File: src/logic/uibk_pkg.sv
// constants of the interrupt enable bank: register offsets, bit layouts,
// implemented-bit masks, reset values and the low-power enable masks.
// assumes an 8-bit register port and a single 25 MHz chip clock.
package uibk_pkg;
    localparam int ADDR_W = 8;
    localparam int DATA_W = 8;

    // enable register offsets
    localparam logic [7:0] OFF_MAIN_EN = 8'h10;
    localparam logic [7:0] OFF_EPG_EN  = 8'h11;
    localparam logic [7:0] OFF_SIE_EN  = 8'h12;
    localparam logic [7:0] OFF_CPU_EN  = 8'h13;
    localparam logic [7:0] OFF_FIFO_EN = 8'h14;
    localparam logic [7:0] OFF_BULK_EN = 8'h15;
    localparam logic [7:0] OFF_IDE_EN  = 8'h16;

    // status offsets; status of a group clears by writing 1
    localparam logic [7:0] OFF_MAIN_ST = 8'h00;
    localparam logic [7:0] OFF_EPG_ST  = 8'h01;
    localparam logic [7:0] OFF_SIE_ST  = 8'h02;
    localparam logic [7:0] OFF_CPU_ST  = 8'h03;
    localparam logic [7:0] OFF_FIFO_ST = 8'h04;
    localparam logic [7:0] OFF_BULK_ST = 8'h05;
    localparam logic [7:0] OFF_IDE_ST  = 8'h06;

    // main status / main enable bit positions
    localparam int MB_SIE   = 7;
    localparam int MB_EPG   = 6;
    localparam int MB_CPU   = 5;
    localparam int MB_FIFO  = 4;
    localparam int MB_BULK  = 3;
    localparam int MB_IDE   = 2;
    localparam int MB_EP0   = 1;
    localparam int MB_SETUP = 0;

    // implemented bits of each enable register
    localparam logic [7:0] MASK_MAIN = 8'hFF;
    localparam logic [7:0] MASK_EPG  = 8'h07;
    localparam logic [7:0] MASK_SIE  = 8'hFF;
    localparam logic [7:0] MASK_CPU  = 8'h73;
    localparam logic [7:0] MASK_FIFO = 8'hFD;
    localparam logic [7:0] MASK_BULK = 8'hEC;
    localparam logic [7:0] MASK_IDE  = 8'hF7;

    // serial engine: bus power 7, non-idle 6, power mgmt done 5,
    // reset detect 4, suspend detect 3, handshake 2, restore 1, address 0
    localparam logic [7:0] MASK_SIE_SYNC  = 8'h1F;
    localparam logic [7:0] SLEEP_MAIN     = 8'h80;
    localparam logic [7:0] SLEEP_SIE      = 8'hE0;

    localparam logic [7:0] RST_EN = 8'h00;
    localparam logic [7:0] RST_ST = 8'h00;
endpackage : uibk_pkg

File: src/logic/uibk_group.sv
// one cause group: sticky cause bits, write-one clear, enable gating
// into a single summary level.
// assumes cause pulses and the clear strobe come from the chip clock domain.
`timescale 1ns/100ps
module uibk_group #(
    parameter logic [7:0] USED_MASK = 8'hFF
) (
    input  wire logic                       clock_i,
    input  wire logic                       rst_n_i,
    input  wire logic                       ce_i,
    input  wire logic [uibk_pkg::DATA_W-1:0] event_i,
    input  wire logic                       clear_i,
    input  wire logic [uibk_pkg::DATA_W-1:0] clear_data_i,
    input  wire logic [uibk_pkg::DATA_W-1:0] enable_i,
    output logic      [uibk_pkg::DATA_W-1:0] status_o,
    output logic                            summary_o
);
    import uibk_pkg::*;

    logic [DATA_W-1:0] status_reg;
    logic [DATA_W-1:0] clr_mask;

    assign clr_mask = clear_i ? clear_data_i : '0;

    // sticky causes; a new event beats a clear in the same cycle
    always_ff @(posedge clock_i) begin
        if (!rst_n_i) begin
            status_reg <= RST_ST;
        end else if (ce_i) begin
            status_reg <= ((status_reg & ~clr_mask) | event_i)
                          & USED_MASK;
        end
    end

    // summary is the or of enabled causes
    assign status_o  = status_reg;
    assign summary_o = |(status_reg & enable_i);
endmodule : uibk_group

File: src/logic/uibk_enable_bank.sv
// interrupt enable bank: main and six group enable registers, group
// status, low-power masking and the active-low interrupt output.
// assumes all inputs come from logic on the same 25 MHz clock.
//
// Our own choice: the strobed register port.
`timescale 1ns/100ps
// Operation
// - irq output only for main causes whose main enable is set; main enables reset zero.
// - main enables 7..0: serial,endpoint,cpu,fifo,bulk,disk,ep0,setup.
// - serial-engine main enable still works in sleep or snooze.
// - endpoint group enable gates endpoint C,B,A on bits 2..0; rest unused.
// - serial-engine enable layout, power mgmt 5, reset 4, suspend 3.
// - bus power, non-idle, power-mgmt enables still work in sleep or snooze.
// - in full clock active state writes to serial bits 4..0 are ignored.
// - cpu enable: 6 frame start, 5/4 dma1, 1/0 dma0; 7,3,2 unused.
// - fifo enable layout with bit 1 unused.
// - bulk enable layout; bits 4,1,0 carry no function.
// - disk port enable layout with bit 3 unused.
// - status cause bits clear on writing one; zero leaves them.
module uibk_enable_bank (
    input  wire logic                        clock_i,
    input  wire logic                        rst_n_i,
    input  wire logic                        ce_i,
    input  wire logic [uibk_pkg::ADDR_W-1:0] addr_i,
    input  wire logic [uibk_pkg::DATA_W-1:0] wr_data_i,
    input  wire logic                        wr_i,
    input  wire logic                        rd_i,
    output logic      [uibk_pkg::DATA_W-1:0] rd_data_o,
    output logic                             irq_out_n_o,
    input  wire logic                        low_power_i,
    input  wire logic                        full_clock_active_state_i,
    input  wire logic [2:0]                  endpoint_summary_i,
    input  wire logic                        ctrl_endpoint_group_i,
    input  wire logic                        ctrl_setup_received_i,
    input  wire logic [uibk_pkg::DATA_W-1:0] serial_engine_event_i,
    input  wire logic [uibk_pkg::DATA_W-1:0] cpu_dma_event_i,
    input  wire logic [uibk_pkg::DATA_W-1:0] fifo_event_i,
    input  wire logic [uibk_pkg::DATA_W-1:0] bulk_only_event_i,
    input  wire logic [uibk_pkg::DATA_W-1:0] disk_port_event_i
);
    import uibk_pkg::*;

    logic [DATA_W-1:0] main_irq_enable_reg;
    logic [DATA_W-1:0] endpoint_group_irq_enable_reg;
    logic [DATA_W-1:0] serial_engine_irq_enable_reg;
    logic [DATA_W-1:0] cpu_dma_irq_enable_reg;
    logic [DATA_W-1:0] fifo_irq_enable_reg;
    logic [DATA_W-1:0] bulk_only_irq_enable_reg;
    logic [DATA_W-1:0] disk_port_irq_enable_reg;
    logic [DATA_W-1:0] rd_data_reg;
    logic [DATA_W-1:0] rd_data_next;
    logic              irq_out_n_reg;
    logic [DATA_W-1:0] main_eff;
    logic [DATA_W-1:0] sie_eff;
    logic [DATA_W-1:0] main_irq_status;
    logic [DATA_W-1:0] sie_st;
    logic [DATA_W-1:0] cpu_st;
    logic [DATA_W-1:0] fifo_st;
    logic [DATA_W-1:0] bulk_st;
    logic [DATA_W-1:0] ide_st;
    logic              endpoint_group_summary;
    logic              serial_engine_summary;
    logic              cpu_dma_summary;
    logic              fifo_summary;
    logic              bulk_only_summary;
    logic              disk_port_summary;
    logic              irq_any;

    // write strobe for one offset
    function automatic logic wr_hit(input logic [ADDR_W-1:0] off);
        wr_hit = ce_i && wr_i && addr_i == off;
    endfunction : wr_hit

    // new value in the masked bits, old value kept in the rest
    function automatic logic [DATA_W-1:0] keep(
        input logic [DATA_W-1:0] old_v,
        input logic [DATA_W-1:0] new_v,
        input logic [DATA_W-1:0] msk);
        keep = ((old_v & ~msk) | (new_v & msk)) & MASK_MAIN;
    endfunction : keep

    // main enable register
    always_ff @(posedge clock_i) begin
        if (!rst_n_i) begin
            main_irq_enable_reg <= RST_EN;
        end else if (wr_hit(OFF_MAIN_EN)) begin
            main_irq_enable_reg <= wr_data_i & MASK_MAIN;
        end
    end

    // group enable registers, unused bits held at zero
    always_ff @(posedge clock_i) begin
        if (!rst_n_i) begin
            endpoint_group_irq_enable_reg <= RST_EN;
            cpu_dma_irq_enable_reg        <= RST_EN;
            fifo_irq_enable_reg           <= RST_EN;
            bulk_only_irq_enable_reg      <= RST_EN;
            disk_port_irq_enable_reg      <= RST_EN;
        end else begin
            if (wr_hit(OFF_EPG_EN)) begin
                endpoint_group_irq_enable_reg <=
                    wr_data_i & MASK_EPG;
            end
            if (wr_hit(OFF_CPU_EN)) begin
                cpu_dma_irq_enable_reg <= wr_data_i & MASK_CPU;
            end
            if (wr_hit(OFF_FIFO_EN)) begin
                fifo_irq_enable_reg <= wr_data_i & MASK_FIFO;
            end
            if (wr_hit(OFF_BULK_EN)) begin
                bulk_only_irq_enable_reg <=
                    wr_data_i & MASK_BULK;
            end
            if (wr_hit(OFF_IDE_EN)) begin
                disk_port_irq_enable_reg <=
                    wr_data_i & MASK_IDE;
            end
        end
    end

    // serial engine enable; synchronous bits locked at full clock
    always_ff @(posedge clock_i) begin
        if (!rst_n_i) begin
            serial_engine_irq_enable_reg <= RST_EN;
        end else if (wr_hit(OFF_SIE_EN)) begin
            serial_engine_irq_enable_reg <= keep(serial_engine_irq_enable_reg,
                wr_data_i, full_clock_active_state_i
                ? (MASK_SIE & ~MASK_SIE_SYNC) : MASK_SIE);
        end
    end

    // enables that survive sleep and snooze
    assign main_eff = low_power_i ? (main_irq_enable_reg & SLEEP_MAIN)
                                  : main_irq_enable_reg;
    assign sie_eff  = low_power_i ? (serial_engine_irq_enable_reg & SLEEP_SIE)
                                  : serial_engine_irq_enable_reg;

    // endpoint group is a pure gate of the per-endpoint summaries
    assign endpoint_group_summary =
        |(endpoint_summary_i & endpoint_group_irq_enable_reg[2:0]);

    uibk_group #(.USED_MASK(MASK_SIE)) u_sie (
        .clock_i      (clock_i),
        .rst_n_i      (rst_n_i),
        .ce_i         (ce_i),
        .event_i      (serial_engine_event_i),
        .clear_i      (wr_hit(OFF_SIE_ST)),
        .clear_data_i (wr_data_i),
        .enable_i     (sie_eff),
        .status_o     (sie_st),
        .summary_o    (serial_engine_summary)
    );
    uibk_group #(.USED_MASK(MASK_CPU)) u_cpu (
        .clock_i      (clock_i),
        .rst_n_i      (rst_n_i),
        .ce_i         (ce_i),
        .event_i      (cpu_dma_event_i),
        .clear_i      (wr_hit(OFF_CPU_ST)),
        .clear_data_i (wr_data_i),
        .enable_i     (cpu_dma_irq_enable_reg),
        .status_o     (cpu_st),
        .summary_o    (cpu_dma_summary)
    );
    uibk_group #(.USED_MASK(MASK_FIFO)) u_fifo (
        .clock_i      (clock_i),
        .rst_n_i      (rst_n_i),
        .ce_i         (ce_i),
        .event_i      (fifo_event_i),
        .clear_i      (wr_hit(OFF_FIFO_ST)),
        .clear_data_i (wr_data_i),
        .enable_i     (fifo_irq_enable_reg),
        .status_o     (fifo_st),
        .summary_o    (fifo_summary)
    );
    uibk_group #(.USED_MASK(MASK_BULK)) u_bulk (
        .clock_i      (clock_i),
        .rst_n_i      (rst_n_i),
        .ce_i         (ce_i),
        .event_i      (bulk_only_event_i),
        .clear_i      (wr_hit(OFF_BULK_ST)),
        .clear_data_i (wr_data_i),
        .enable_i     (bulk_only_irq_enable_reg),
        .status_o     (bulk_st),
        .summary_o    (bulk_only_summary)
    );
    uibk_group #(.USED_MASK(MASK_IDE)) u_ide (
        .clock_i      (clock_i),
        .rst_n_i      (rst_n_i),
        .ce_i         (ce_i),
        .event_i      (disk_port_event_i),
        .clear_i      (wr_hit(OFF_IDE_ST)),
        .clear_data_i (wr_data_i),
        .enable_i     (disk_port_irq_enable_reg),
        .status_o     (ide_st),
        .summary_o    (disk_port_summary)
    );

    // main status assembled from the group summaries
    always_comb begin
        main_irq_status           = '0;
        main_irq_status[MB_SIE]   = serial_engine_summary;
        main_irq_status[MB_EPG]   = endpoint_group_summary;
        main_irq_status[MB_CPU]   = cpu_dma_summary;
        main_irq_status[MB_FIFO]  = fifo_summary;
        main_irq_status[MB_BULK]  = bulk_only_summary;
        main_irq_status[MB_IDE]   = disk_port_summary;
        main_irq_status[MB_EP0]   = ctrl_endpoint_group_i;
        main_irq_status[MB_SETUP] = ctrl_setup_received_i;
    end

    assign irq_any = |(main_irq_status & main_eff);

    // interrupt output, active low, registered
    always_ff @(posedge clock_i) begin
        if (!rst_n_i) begin
            irq_out_n_reg <= 1'b1;
        end else if (ce_i) begin
            irq_out_n_reg <= !irq_any;
        end
    end

    // read mux; unmapped offsets read zero
    always_comb begin
        rd_data_next = '0;
        if (rd_i) begin
            unique case (addr_i)
                OFF_MAIN_EN: rd_data_next = main_irq_enable_reg;
                OFF_EPG_EN:  rd_data_next = endpoint_group_irq_enable_reg;
                OFF_SIE_EN:  rd_data_next =
                    serial_engine_irq_enable_reg;
                OFF_CPU_EN:  rd_data_next = cpu_dma_irq_enable_reg;
                OFF_FIFO_EN: rd_data_next = fifo_irq_enable_reg;
                OFF_BULK_EN: rd_data_next = bulk_only_irq_enable_reg;
                OFF_IDE_EN:  rd_data_next = disk_port_irq_enable_reg;
                OFF_MAIN_ST: rd_data_next = main_irq_status;
                OFF_EPG_ST:  rd_data_next = {5'h00, endpoint_summary_i};
                OFF_SIE_ST:  rd_data_next = sie_st;
                OFF_CPU_ST:  rd_data_next = cpu_st;
                OFF_FIFO_ST: rd_data_next = fifo_st;
                OFF_BULK_ST: rd_data_next = bulk_st;
                OFF_IDE_ST:  rd_data_next = ide_st;
                default:     rd_data_next = '0;
            endcase
        end
    end

    // read data stand only in the cycle after the strobe
    always_ff @(posedge clock_i) begin
        if (!rst_n_i) begin
            rd_data_reg <= '0;
        end else if (ce_i) begin
            rd_data_reg <= rd_data_next;
        end
    end

    assign rd_data_o   = rd_data_reg;
    assign irq_out_n_o = irq_out_n_reg;
endmodule : uibk_enable_bank

File: config.mk
export PLATFORM = sky130hd
export DESIGN_NAME = uibk_enable_bank
export DESIGN_NICKNAME = d
export VERILOG_FILES = /design/src/logic/uibk_pkg.sv /design/src/logic/uibk_group.sv /design/src/logic/uibk_enable_bank.sv
export SDC_FILE = /design/constraint.sdc
export NUM_CORES = 1
export LEC_CHECK = 0
export BUFFER_PORTS_ARGS = -buffer_cell sky130_fd_sc_hd__buf_4
export CAP_MARGIN = 20
export CORE_MARGIN = 4
export CORE_UTILIZATION = 61
export DETAILED_ROUTE_END_ITERATION = 10
export PLACE_DENSITY = 0.84
export SLEW_MARGIN = 25
export SYNTH_ARGS = -nofsm -noshare
export SYNTH_HDL_FRONTEND = slang
export SYNTH_SLANG_ARGS = --single-unit
File: constraint.sdc
create_clock -name clock_i -period 6 [get_ports clock_i]
set_input_delay 1.8 -clock clock_i [delete_from_list [all_inputs] [get_ports clock_i]]
set_output_delay 1.8 -clock clock_i [all_outputs]
set_load 0.1 [all_outputs]
== Word-level counts from Yosys, hierarchy flattened ==
Cells that the tools add are included.
Cells by class
  eq/ne operators: 13
  mux-type cells: 10
  bitwise logic cells: 26
  reductions and logical operators: 22
Operator list (count)
  case mux 8 bit (14 select lines): 1
  AND 8 bit: 11
  == test 8 x 5 -> 1 bit (second input constant): 7
  OR reduction 8 bit: 6
  2-to-1 mux 8 bit: 5
  NOT 8 bit: 5
  bitwise OR 8 bit: 5
  == test 8 x 3 -> 1 bit (second input constant): 3
  == test 8 x 2 -> 1 bit (second input constant): 2
  AND 7 bit: 2
  2-to-1 mux 7 bit: 2
  logical AND 1 bit: 13
  2-to-1 mux 5 bit: 2
  == test 8 x 1 -> 1 bit (second input constant): 1
  zero test 8 bit: 1
  NOT 7 bit: 1
  bitwise OR 7 bit: 1
  AND 3 bit: 1
  OR reduction 3 bit: 1
  zero test 1 bit: 1
Storage, ports and cells
  register bits: 84
  input bits: 68
  output and inout port bits: 9
  word-level logic and storage cells: 85

== Logic depth before layout (Yosys ltp) ==
Gate-level depths: netlist (run 1).
  word-level depth: 6
  mapped depth: 8

== Modules after synthesis ==
A second synthesis (run 1) with hierarchy kept.
Second synthesis, totals
  cell total of the unflattened synthesis: 550
  area total of the unflattened synthesis: 4862.2 sq um
By module, submodules not included
  uibk_enable_bank: times used 1, cells an instance 380, area each 3120.5 sq um, sequential area each 1041.0 sq um
  uibk_group at u_fifo ...: times used 2, cells an instance 36, area each 371.6 sq um, sequential area each 140.1 sq um
  uibk_group at u_bulk ...: times used 2, cells an instance 29, area each 287.8 sq um, sequential area each 100.1 sq um
  uibk_group at u_sie: times used 1, cells an instance 40, area each 422.9 sq um, sequential area each 160.2 sq um

== Worst setup path after synthesis (run 1) ==
No wires, ideal clock.
  path kind: input-to-reg
  start: input addr_i[4] (netlist bit)
  end: register fifo_irq_enable_reg[0]
  setup time: 0.116 ns
  data arrival time: 3.416 ns
  required time: 5.884 ns
  setup slack: 2.468 ns
  cell stages on the path: 8
  cells stage by stage: buf_4 or4b_1 buf_2 or2_4 or3_1 buf_6 mux2i_1 nor2b_1
Between the ends
  longest elaborated chain between the ends: 2
Ends and longest elaborated chain
  start: declaration: RTL line uibk_enable_bank.sv:24  | input wire logic [uibk_pkg::ADDR_W-1:0] addr_i,
  == test 8 x 5 -> 1 bit: RTL line uibk_enable_bank.sv:71  | wr_hit = ce_i && wr_i && addr_i == off;
  logical AND 1 bit: RTL line uibk_enable_bank.sv:71
  end signal: assignment: RTL line uibk_enable_bank.sv:108  | fifo_irq_enable_reg <= wr_data_i & MASK_FIFO;
  end: declaration: RTL line uibk_enable_bank.sv:47  | logic [DATA_W-1:0] fifo_irq_enable_reg;
No other way between the ends.
A chain may end at the register's enable or synchronous reset.

== Final worst setup path (run 1) ==
  start: input addr_i[4] (netlist bit)
  end: register rd_data_reg[4], in the netlist rd_data_o[4]
Between the ends
  longest elaborated chain between the ends: 3
  elaborated cells between the ends (all ways): 16
  classes of those cells: eq/ne: 13; mux: 2; reduce/logical: 1
Ends and longest elaborated chain
  == test 8 x 3 -> 1 bit, or another cell as far along: RTL line uibk_enable_bank.sv:226  | unique case (addr_i)
  case mux 8 bit (14 select lines) (*): RTL line uibk_enable_bank.sv:226
  2-to-1 mux 8 bit (*): RTL line uibk_enable_bank.sv:225  | if (rd_i) begin
  end signal: assignment: RTL line uibk_enable_bank.sv:252  | rd_data_reg <= rd_data_next;
  end: declaration: RTL line uibk_enable_bank.sv:50  | logic [DATA_W-1:0] rd_data_reg;
Every way passes the cells marked *; elsewhere a longest branch is shown, timed or not.

==> qor.yml, run 1 <==
synth-seq-area-share_pct: 37.9
crit_path_top_delay_cell: "or4b_1"
tns_ps: 0
ys_ff_latch: 84
crit_chain: "buf_4 > or4b_1 > nor2_2 > a221oi_1 > or3_1 > a31oi_1"
maxSlewViolCount: 0
final_common_cell: "dfxtp_1"
crit_path_end_kind: "register"
rows: 30
grt_usage_pct: 32.0
grt_pass1_wl_microns: 21500
cap_violations: 0
synth_cells: 506
via_count: 4241
setup_viol: 0
hpwl_microns: 9640
grt_max_degree: 86
synth_edf_count: 0
setup_ws_ps: 2220
cts.clk_slew.worst_paths_ps: 80
netlist_area_sq_um: 4430
cts_htree_levels: 3
critical_path_class: "input port to register"
ir_drop_uv: 164
timing.hold.ws_ps: 498
cp-start-kind: "input port"
drt_iter0_markers: 609
path_delay_family: "simple AND/OR/NAND/NOR gates"
cts_resized: 0
place_inst: 630
p_seq_share_pct: 50.2
final_hold_viol_count: 0
design.die.area_sq_um: 8690
clock_power_share_pct: 38.9
stdcell_area_sq_um: 5100
ys.flop_type: "dfxtp_1"
wire_per_inst_microns: 21.4
synth_nets: 574
ant_nets: 0
p_int_mw: 0.874
drt-total-wl_microns: 13800
clk_latency_ps: 360
regArea_sq_um: 1680
rsz0062_at_grt: "false"
area.growth.synth_to_final_pct: 15.2
cts_tree: "yes"
drcViolationCount: 0
slew_headroom_pct: 47.5
vias_per_cell: 6.57
avgSynthCellArea_sq_um: 8.76
pre_cts_slack_ps: 1940
place_area_sq_um: 4890
grt_pass1_vias: 4123
grt-ovfl-total: 0
nNetsFinal: 613
first_pass_iters: 8
hp-class: "register to register"
crit_buf_inv: 1
outcome: "finished clean"
cts_buffer_depth: 2
n_fill_cell: 578
final_cell_mix: "84 x dfxtp_1, 69 x nor2b_1, 68 x buf_4"
core_sq_um: 6940
antenna_found_initial: 0
p_sw_mw: 0.296
hold_buffers: 0
critPathMaxStageDelay_ps: 620
multi_input_area_sq_um: 2540
fin_crit_ps: 3780
fmax_ghz: 0.265
crit_fanout: 17
critPathArrivalTime_ps: 4060
yosysWarningCount: 0
clock-sinks: 84
power.density_nw_per_um2: 229
die_w_microns: 93.2
post_cts_buffers: 0
fin_cells: 646
switching_share_pct: 25.3
ys_types: 56
period_share_pct: 62.9
die_h_microns: 93.2
worst_clock_skew_ps: 7.51
cts_inserted_buffers: 9
required_ps: 6280
postSynth.asyncResetShare_pct: 0
diodes: 0
worstMarginPinSlew_ps: 781
num_io_pins: 77
start_util_pct: 63.8
drive_above_1_share_pct: 19.1
gp_congestion: 1.01
comb_power_share_pct: 10.9
numPortBuffers: 68
power_leakage_nw: 2.05
cts_root_buf: "clkbuf_8"
==> power groups by stage <==
stage          clock network, mW  registers, mW  logic (mW)
3_5_place_dp                   0          0.600       0.124
6_report                   0.455          0.587       0.127
3_3_place_gp                   0          0.599       0.121
5_1_grt                    0.476          0.588       0.134
2_1_floorplan                  0          0.596      0.0693
4_1_cts                    0.456          0.587       0.124
==> logic make-up after synthesis <==
family                 synth area share (%)
DFF                                    37.9
muxes                                  11.5
buffers and inverters                  4.74
AOI/OAI and AO/OA                      21.1
and+or+nand+nor                        24.7
==> through the flow <==
stage | power, mW | utilization (%)
floorplan | 0.665 | -
global placement | 0.720 | 70.4
detailed placement | 0.723 | 70.4
CTS | 1.17 | 73.5
global route | 1.20 | 73.5
finish | 1.17 | 73.5
==> per-layer routing <==
| metal | routed length [microns] | up-vias | GRT usage (%) |
|---|---|---|---|
| li1 | - | 1924 | - |
| met1 | 5680 | 2037 | 40.5 |
| met2 | 6440 | 238 | 52.5 |
| met3 | 1230 | 42 | 6.68 |
| met4 | 471 | 0 | 13.8 |
| met5 | 0 | - | 0 |
==> path summary, 6_finish.rpt <==
path | start | endpoint | slack [ps] | cells after the start
hold reg to reg | serial_engine_irq_enable_reg[7]$_SDFFE_PN0P_ | serial_engine_irq_enable_reg[7]$_SDFFE_PN0P_ | 500 | 2
setup / recovery | addr_i[4] | rd_data_o[4]$_SDFFE_PN0P_ | 2220 | 6
hold / removal | serial_engine_irq_enable_reg[7]$_SDFFE_PN0P_ | serial_engine_irq_enable_reg[7]$_SDFFE_PN0P_ | 500 | 2
setup reg to reg | cpu_dma_irq_enable_reg[1]$_SDFFE_PN0P_ | rd_data_o[5]$_SDFFE_PN0P_ | 4230 | 5
==> cell type report <==
type | count | share of cell area, %
Multi-Input combinational cell | 373 | 49.8
Sequential cell | 84 | 32.9
Timing Repair Buffer | 68 | 10.0
Clock buffer | 12 | 2.84
Tap cell | 96 | 2.35
Clock inverter | 4 | 1.42
Inverter | 9 | 0.662
==> worst reg2reg max path: stages (launching register included) <==
cell and delay (ps):
dfxtp_1 330, a222oi_1 330, nand2_1 180, a22o_1 240, a2111o_1 330, o221a_2 250
==> synthesized netlist by cell type (all sizes together), types with 11 or more instances <==
cell type | instances | share of area [%]
a21boi | 13 | 2.2
a21oi | 12 | 1.4
a22oi | 40 | 6.8
clkbuf | 31 | 2.6
dfxtp | 84 | 38
mux2i | 43 | 9.7
nand2 | 56 | 4.7
nand3 | 12 | 1.4
nor2 | 16 | 1.7
nor2b | 69 | 9.7
nor3 | 11 | 1.7
o21ai | 20 | 2.3
(Power assumes the default switching activity.)
==> run 2, diff against run 1 <==
ABC_AREA = 1   (was default)
CORE_UTILIZATION = 50   (was 61)
PLACE_DENSITY = 0.74   (was 0.84)
clock period = 3.3 ns   (was 6 ns; I/O delays follow)
==> run 2 against run 1 <==
  * Critical path depth is 1 higher
  * Cell count is 29% higher
  * Sequential share of layout area is 0.68 points higher
  * Global-route usage is 4.1 points lower
  * Utilization is 13 points lower
  * Clock power is 51% higher
  * Via count is 9.0% higher
  * Sequential power is 81% higher
  * Hold slack worse by 29 ps
  * Clock skew is 4.3 ps higher
  * Area after synthesis is 4.7% lower
  * Total power is 66% higher
  * Largest cell class unchanged
==> qor.yml, run 2 <==
drcViolationCount: 0  # unchanged
slew_headroom_pct: 58.0  # +10 points
cts_resized: 0  # unchanged
antenna_found_initial: 0  # unchanged
yosys.area.top_type: "dfxtp_1"
clock-sinks: 84  # unchanged
r2r_slack_ps: 1930  # -2300 ps
rsz0062_at_grt: "false"
cts_root_buf: "clkbuf_8"
netlist_area_sq_um: 4230  # -4.7%
hold_end: "bulk_only_irq_enable_reg[2]$_SDFFE_PN0P_"
reg2reg_depth: 10  # +5
fin_cells: 835  # +29%
crit_chain: "buf_4 > nand2_1 > clkinv_1 > buf_4 > nand2_1 > o21ai_0 > a21oi_1"
drt-total-wl_microns: 13600  # -1.5%
grt-ovfl-total: 0  # unchanged
synth_edf_count: 0  # unchanged
final_hold_viol_count: 0  # unchanged
grt_usage_pct: 27.9  # -4.1 points
worst_clock_skew_ps: 11.8  # +4.26 ps
fmax_ghz: 0.404
r2r_start: "u_ide.status_o[6]$_SDFFE_PN0P_"
num_io_pins: 77  # unchanged
r2r-end: "rd_data_o[2]$_SDFFE_PN0P_"
min_from: "bulk_only_irq_enable_reg[2]$_SDFFE_PN0P_"
path_delay_family: "buffers and inverters"
cts_buffer_depth: 2  # unchanged
numPortBuffers: 68  # unchanged
tns_ps: 0  # unchanged
cts_tree: "yes"
hold_buffers: 0  # unchanged
holdPathStages: 2  # unchanged
synth.top_cell.area_share_pct: 39.8  # +1.9 points
hpwl_microns: 10300  # +6.9%
start_util_pct: 51.4  # -12 points
drive_above_1_share_pct: 14.8  # -4.3 points
setup_viol: 0  # unchanged
die_h_microns: 99.9  # +7.2%
comb_power_share_pct: 9.7  # -1.2 points
cts_htree_levels: 3  # unchanged
cp-start-kind: "input port"
clock_power_share_pct: 35.4  # -3.5 points
wire_per_inst_microns: 16.3  # -24%
fin_crit_ps: 2480
nNetsFinal: 794  # +30%
die_w_microns: 99.9  # +7.2%
grt_pass1_vias: 4393  # +6.5%
required_ps: 3600  # -2680 ps
n_fill_cell: 846  # +46%
crit_buf_inv: 3  # +2
power.density_nw_per_um2: 387  # +69%
synth-seq-area-share_pct: 39.8  # +1.9 points
grt_pass1_wl_microns: 21800  # +1.2%
ant_nets: 0  # unchanged
drt_iter0_markers: 342  # -44%
design.die.area_sq_um: 9990  # +15%
yosysWarningCount: 0  # unchanged
crit_fanout: 35  # +18
period_share_pct: 75.1
final_cell_mix: "251 x nand2_1, 88 x a21oi_1, 84 x dfxtp_1"
p_int_mw: 1.43  # +63%
vias_per_cell: 5.54  # -16%
outcome: "finished clean"
final_common_cell: "nand2_1"
p_seq_share_pct: 54.9  # +4.7 points
netlist_top_cells_area: "dfxtp_1 40%, nand2_1 22%, a21oi_1 10%"
critPathArrivalTime_ps: 2780  # -1280 ps
rows: 33  # +10%
worstMarginPinSlew_ps: 630  # -151 ps
via_count: 4622  # +9.0%
ys_types: 22  # -61%
core_sq_um: 8220  # +18%
cts.clk_slew.worst_paths_ps: 90  # about the same
gp_congestion: 0.891  # -11%
hp-class: "register to register"
post_cts_buffers: 0  # unchanged
cts_inserted_buffers: 9  # unchanged
ys.flop_type: "dfxtp_1"
cap_violations: 0  # unchanged
switching_share_pct: 26.3  # +0.98 points
p_sw_mw: 0.509  # +72%
synth_nets: 730  # +27%
crit_path_top_delay_cell: "clkinv_1"
maxSlewViolCount: 0  # unchanged
crit_path_end_kind: "register"
area.growth.synth_to_final_pct: 18.4
diodes: 0  # unchanged
critPathMaxStageDelay_ps: 520  # -100 ps
power_leakage_nw: 2.19  # +6.7%
ys_top_cells_by_count: "251 x nand2_1, 88 x a21oi_1, 84 x dfxtp_1, 59 x o21ai_0, 44 x nand3_1"
ir_drop_uv: 231  # +41%
synth_cells: 662  # +31%
first_pass_iters: 5  # -3
place_inst: 820  # +30%
ys_ff_latch: 84  # unchanged
critical_path_class: "input port to register"
clk_latency_ps: 360  # about the same
postSynth.asyncResetShare_pct: 0  # unchanged
synth.most_common_cell: "nand2_1"
grt_max_degree: 36  # -58%
avgSynthCellArea_sq_um: 6.38  # -27%
-- run 2: cells by family after synthesis --
logic type             after synthesis  share of synthesized area (%)
and+or+nand+nor                    359                           35.7
AOI/OAI and AO/OA                  154                           18.4
DFF                                 84                           39.8
buffers and inverters               65                           6.13
-- run 2: routing by layer --
| metal | part of all wire (%) | track usage [%] | wire length, microns |
|---|---|---|---|
| met5 | 0 | 0 | 0 |
| met2 | 46 | 45.0 | 6200 |
| met3 | 7.4 | 4.66 | 1000 |
| met1 | 43 | 36.9 | 5830 |
| met4 | 4.2 | 11.9 | 568 |
-- run 2: layout make-up --
type	count	area (sq um)	area share [%]
multi-input cells	513	2290	45.7
flip-flops and latches	84	1680	33.6
repair buffers	72	553	11.1
inverters	46	173	3.45
clock buffers	12	155	3.10
well taps	105	131	2.63
clock inverters	3	22.5	0.450
-- run 2: through the flow --
step / utilization [%] / worst slack [ps] / hold slack, ps / total power [mW] / area, sq um
after detailed placement: 58.7 / 476 / 455 / 1.27 / 4820
after CTS: 60.9 / 859 / 468 / 1.94 / 5000
after floorplan: - / 1200 / 437 / 1.17 / 4230
final: 60.9 / 822 / 469 / 1.94 / 5000
after global placement: 58.7 / 504 / 456 / 1.27 / 4820
after global routing: 60.9 / 644 / 495 / 2.01 / 5000
-- run 2: how the worst max path moves through the flow --
stage,cells after the start,from,endpoint,slack (ps)
4_1_cts,6,ce_i,cpu_dma_irq_enable_reg[4]$_SDFFE_PN0P_,860
6_report,7,ce_i,u_cpu.status_o[5]$_SDFFE_PN0P_,820
5_1_grt,6,ce_i,cpu_dma_irq_enable_reg[5]$_SDFFE_PN0P_,640
3_3_place_gp,7,ce_i,u_cpu.status_o[0]$_SDFFE_PN0P_,500
3_5_place_dp,6,ce_i,cpu_dma_irq_enable_reg[4]$_SDFFE_PN0P_,480
2_1_floorplan,7,addr_i[7],fifo_irq_enable_reg[4]$_SDFFE_PN0P_,1200
-- run 2: power by group through the flow --
stage          Sequential, mW  Combinational, mW  Clock, mW
2_1_floorplan            1.08             0.0866          0
3_3_place_gp             1.09              0.182          0
3_5_place_dp             1.09              0.186          0
4_1_cts                  1.06              0.187      0.692
5_1_grt                  1.07              0.207      0.735
6_report                 1.06              0.188      0.686
-- run 2: worst reg2reg max path: cells and delay by family (launching register included) --
family	cells	cell delay [ps]
AO/OA/AOI/OAI	1	60
AND/OR/NAND/NOR	9	810
flip-flops	1	360
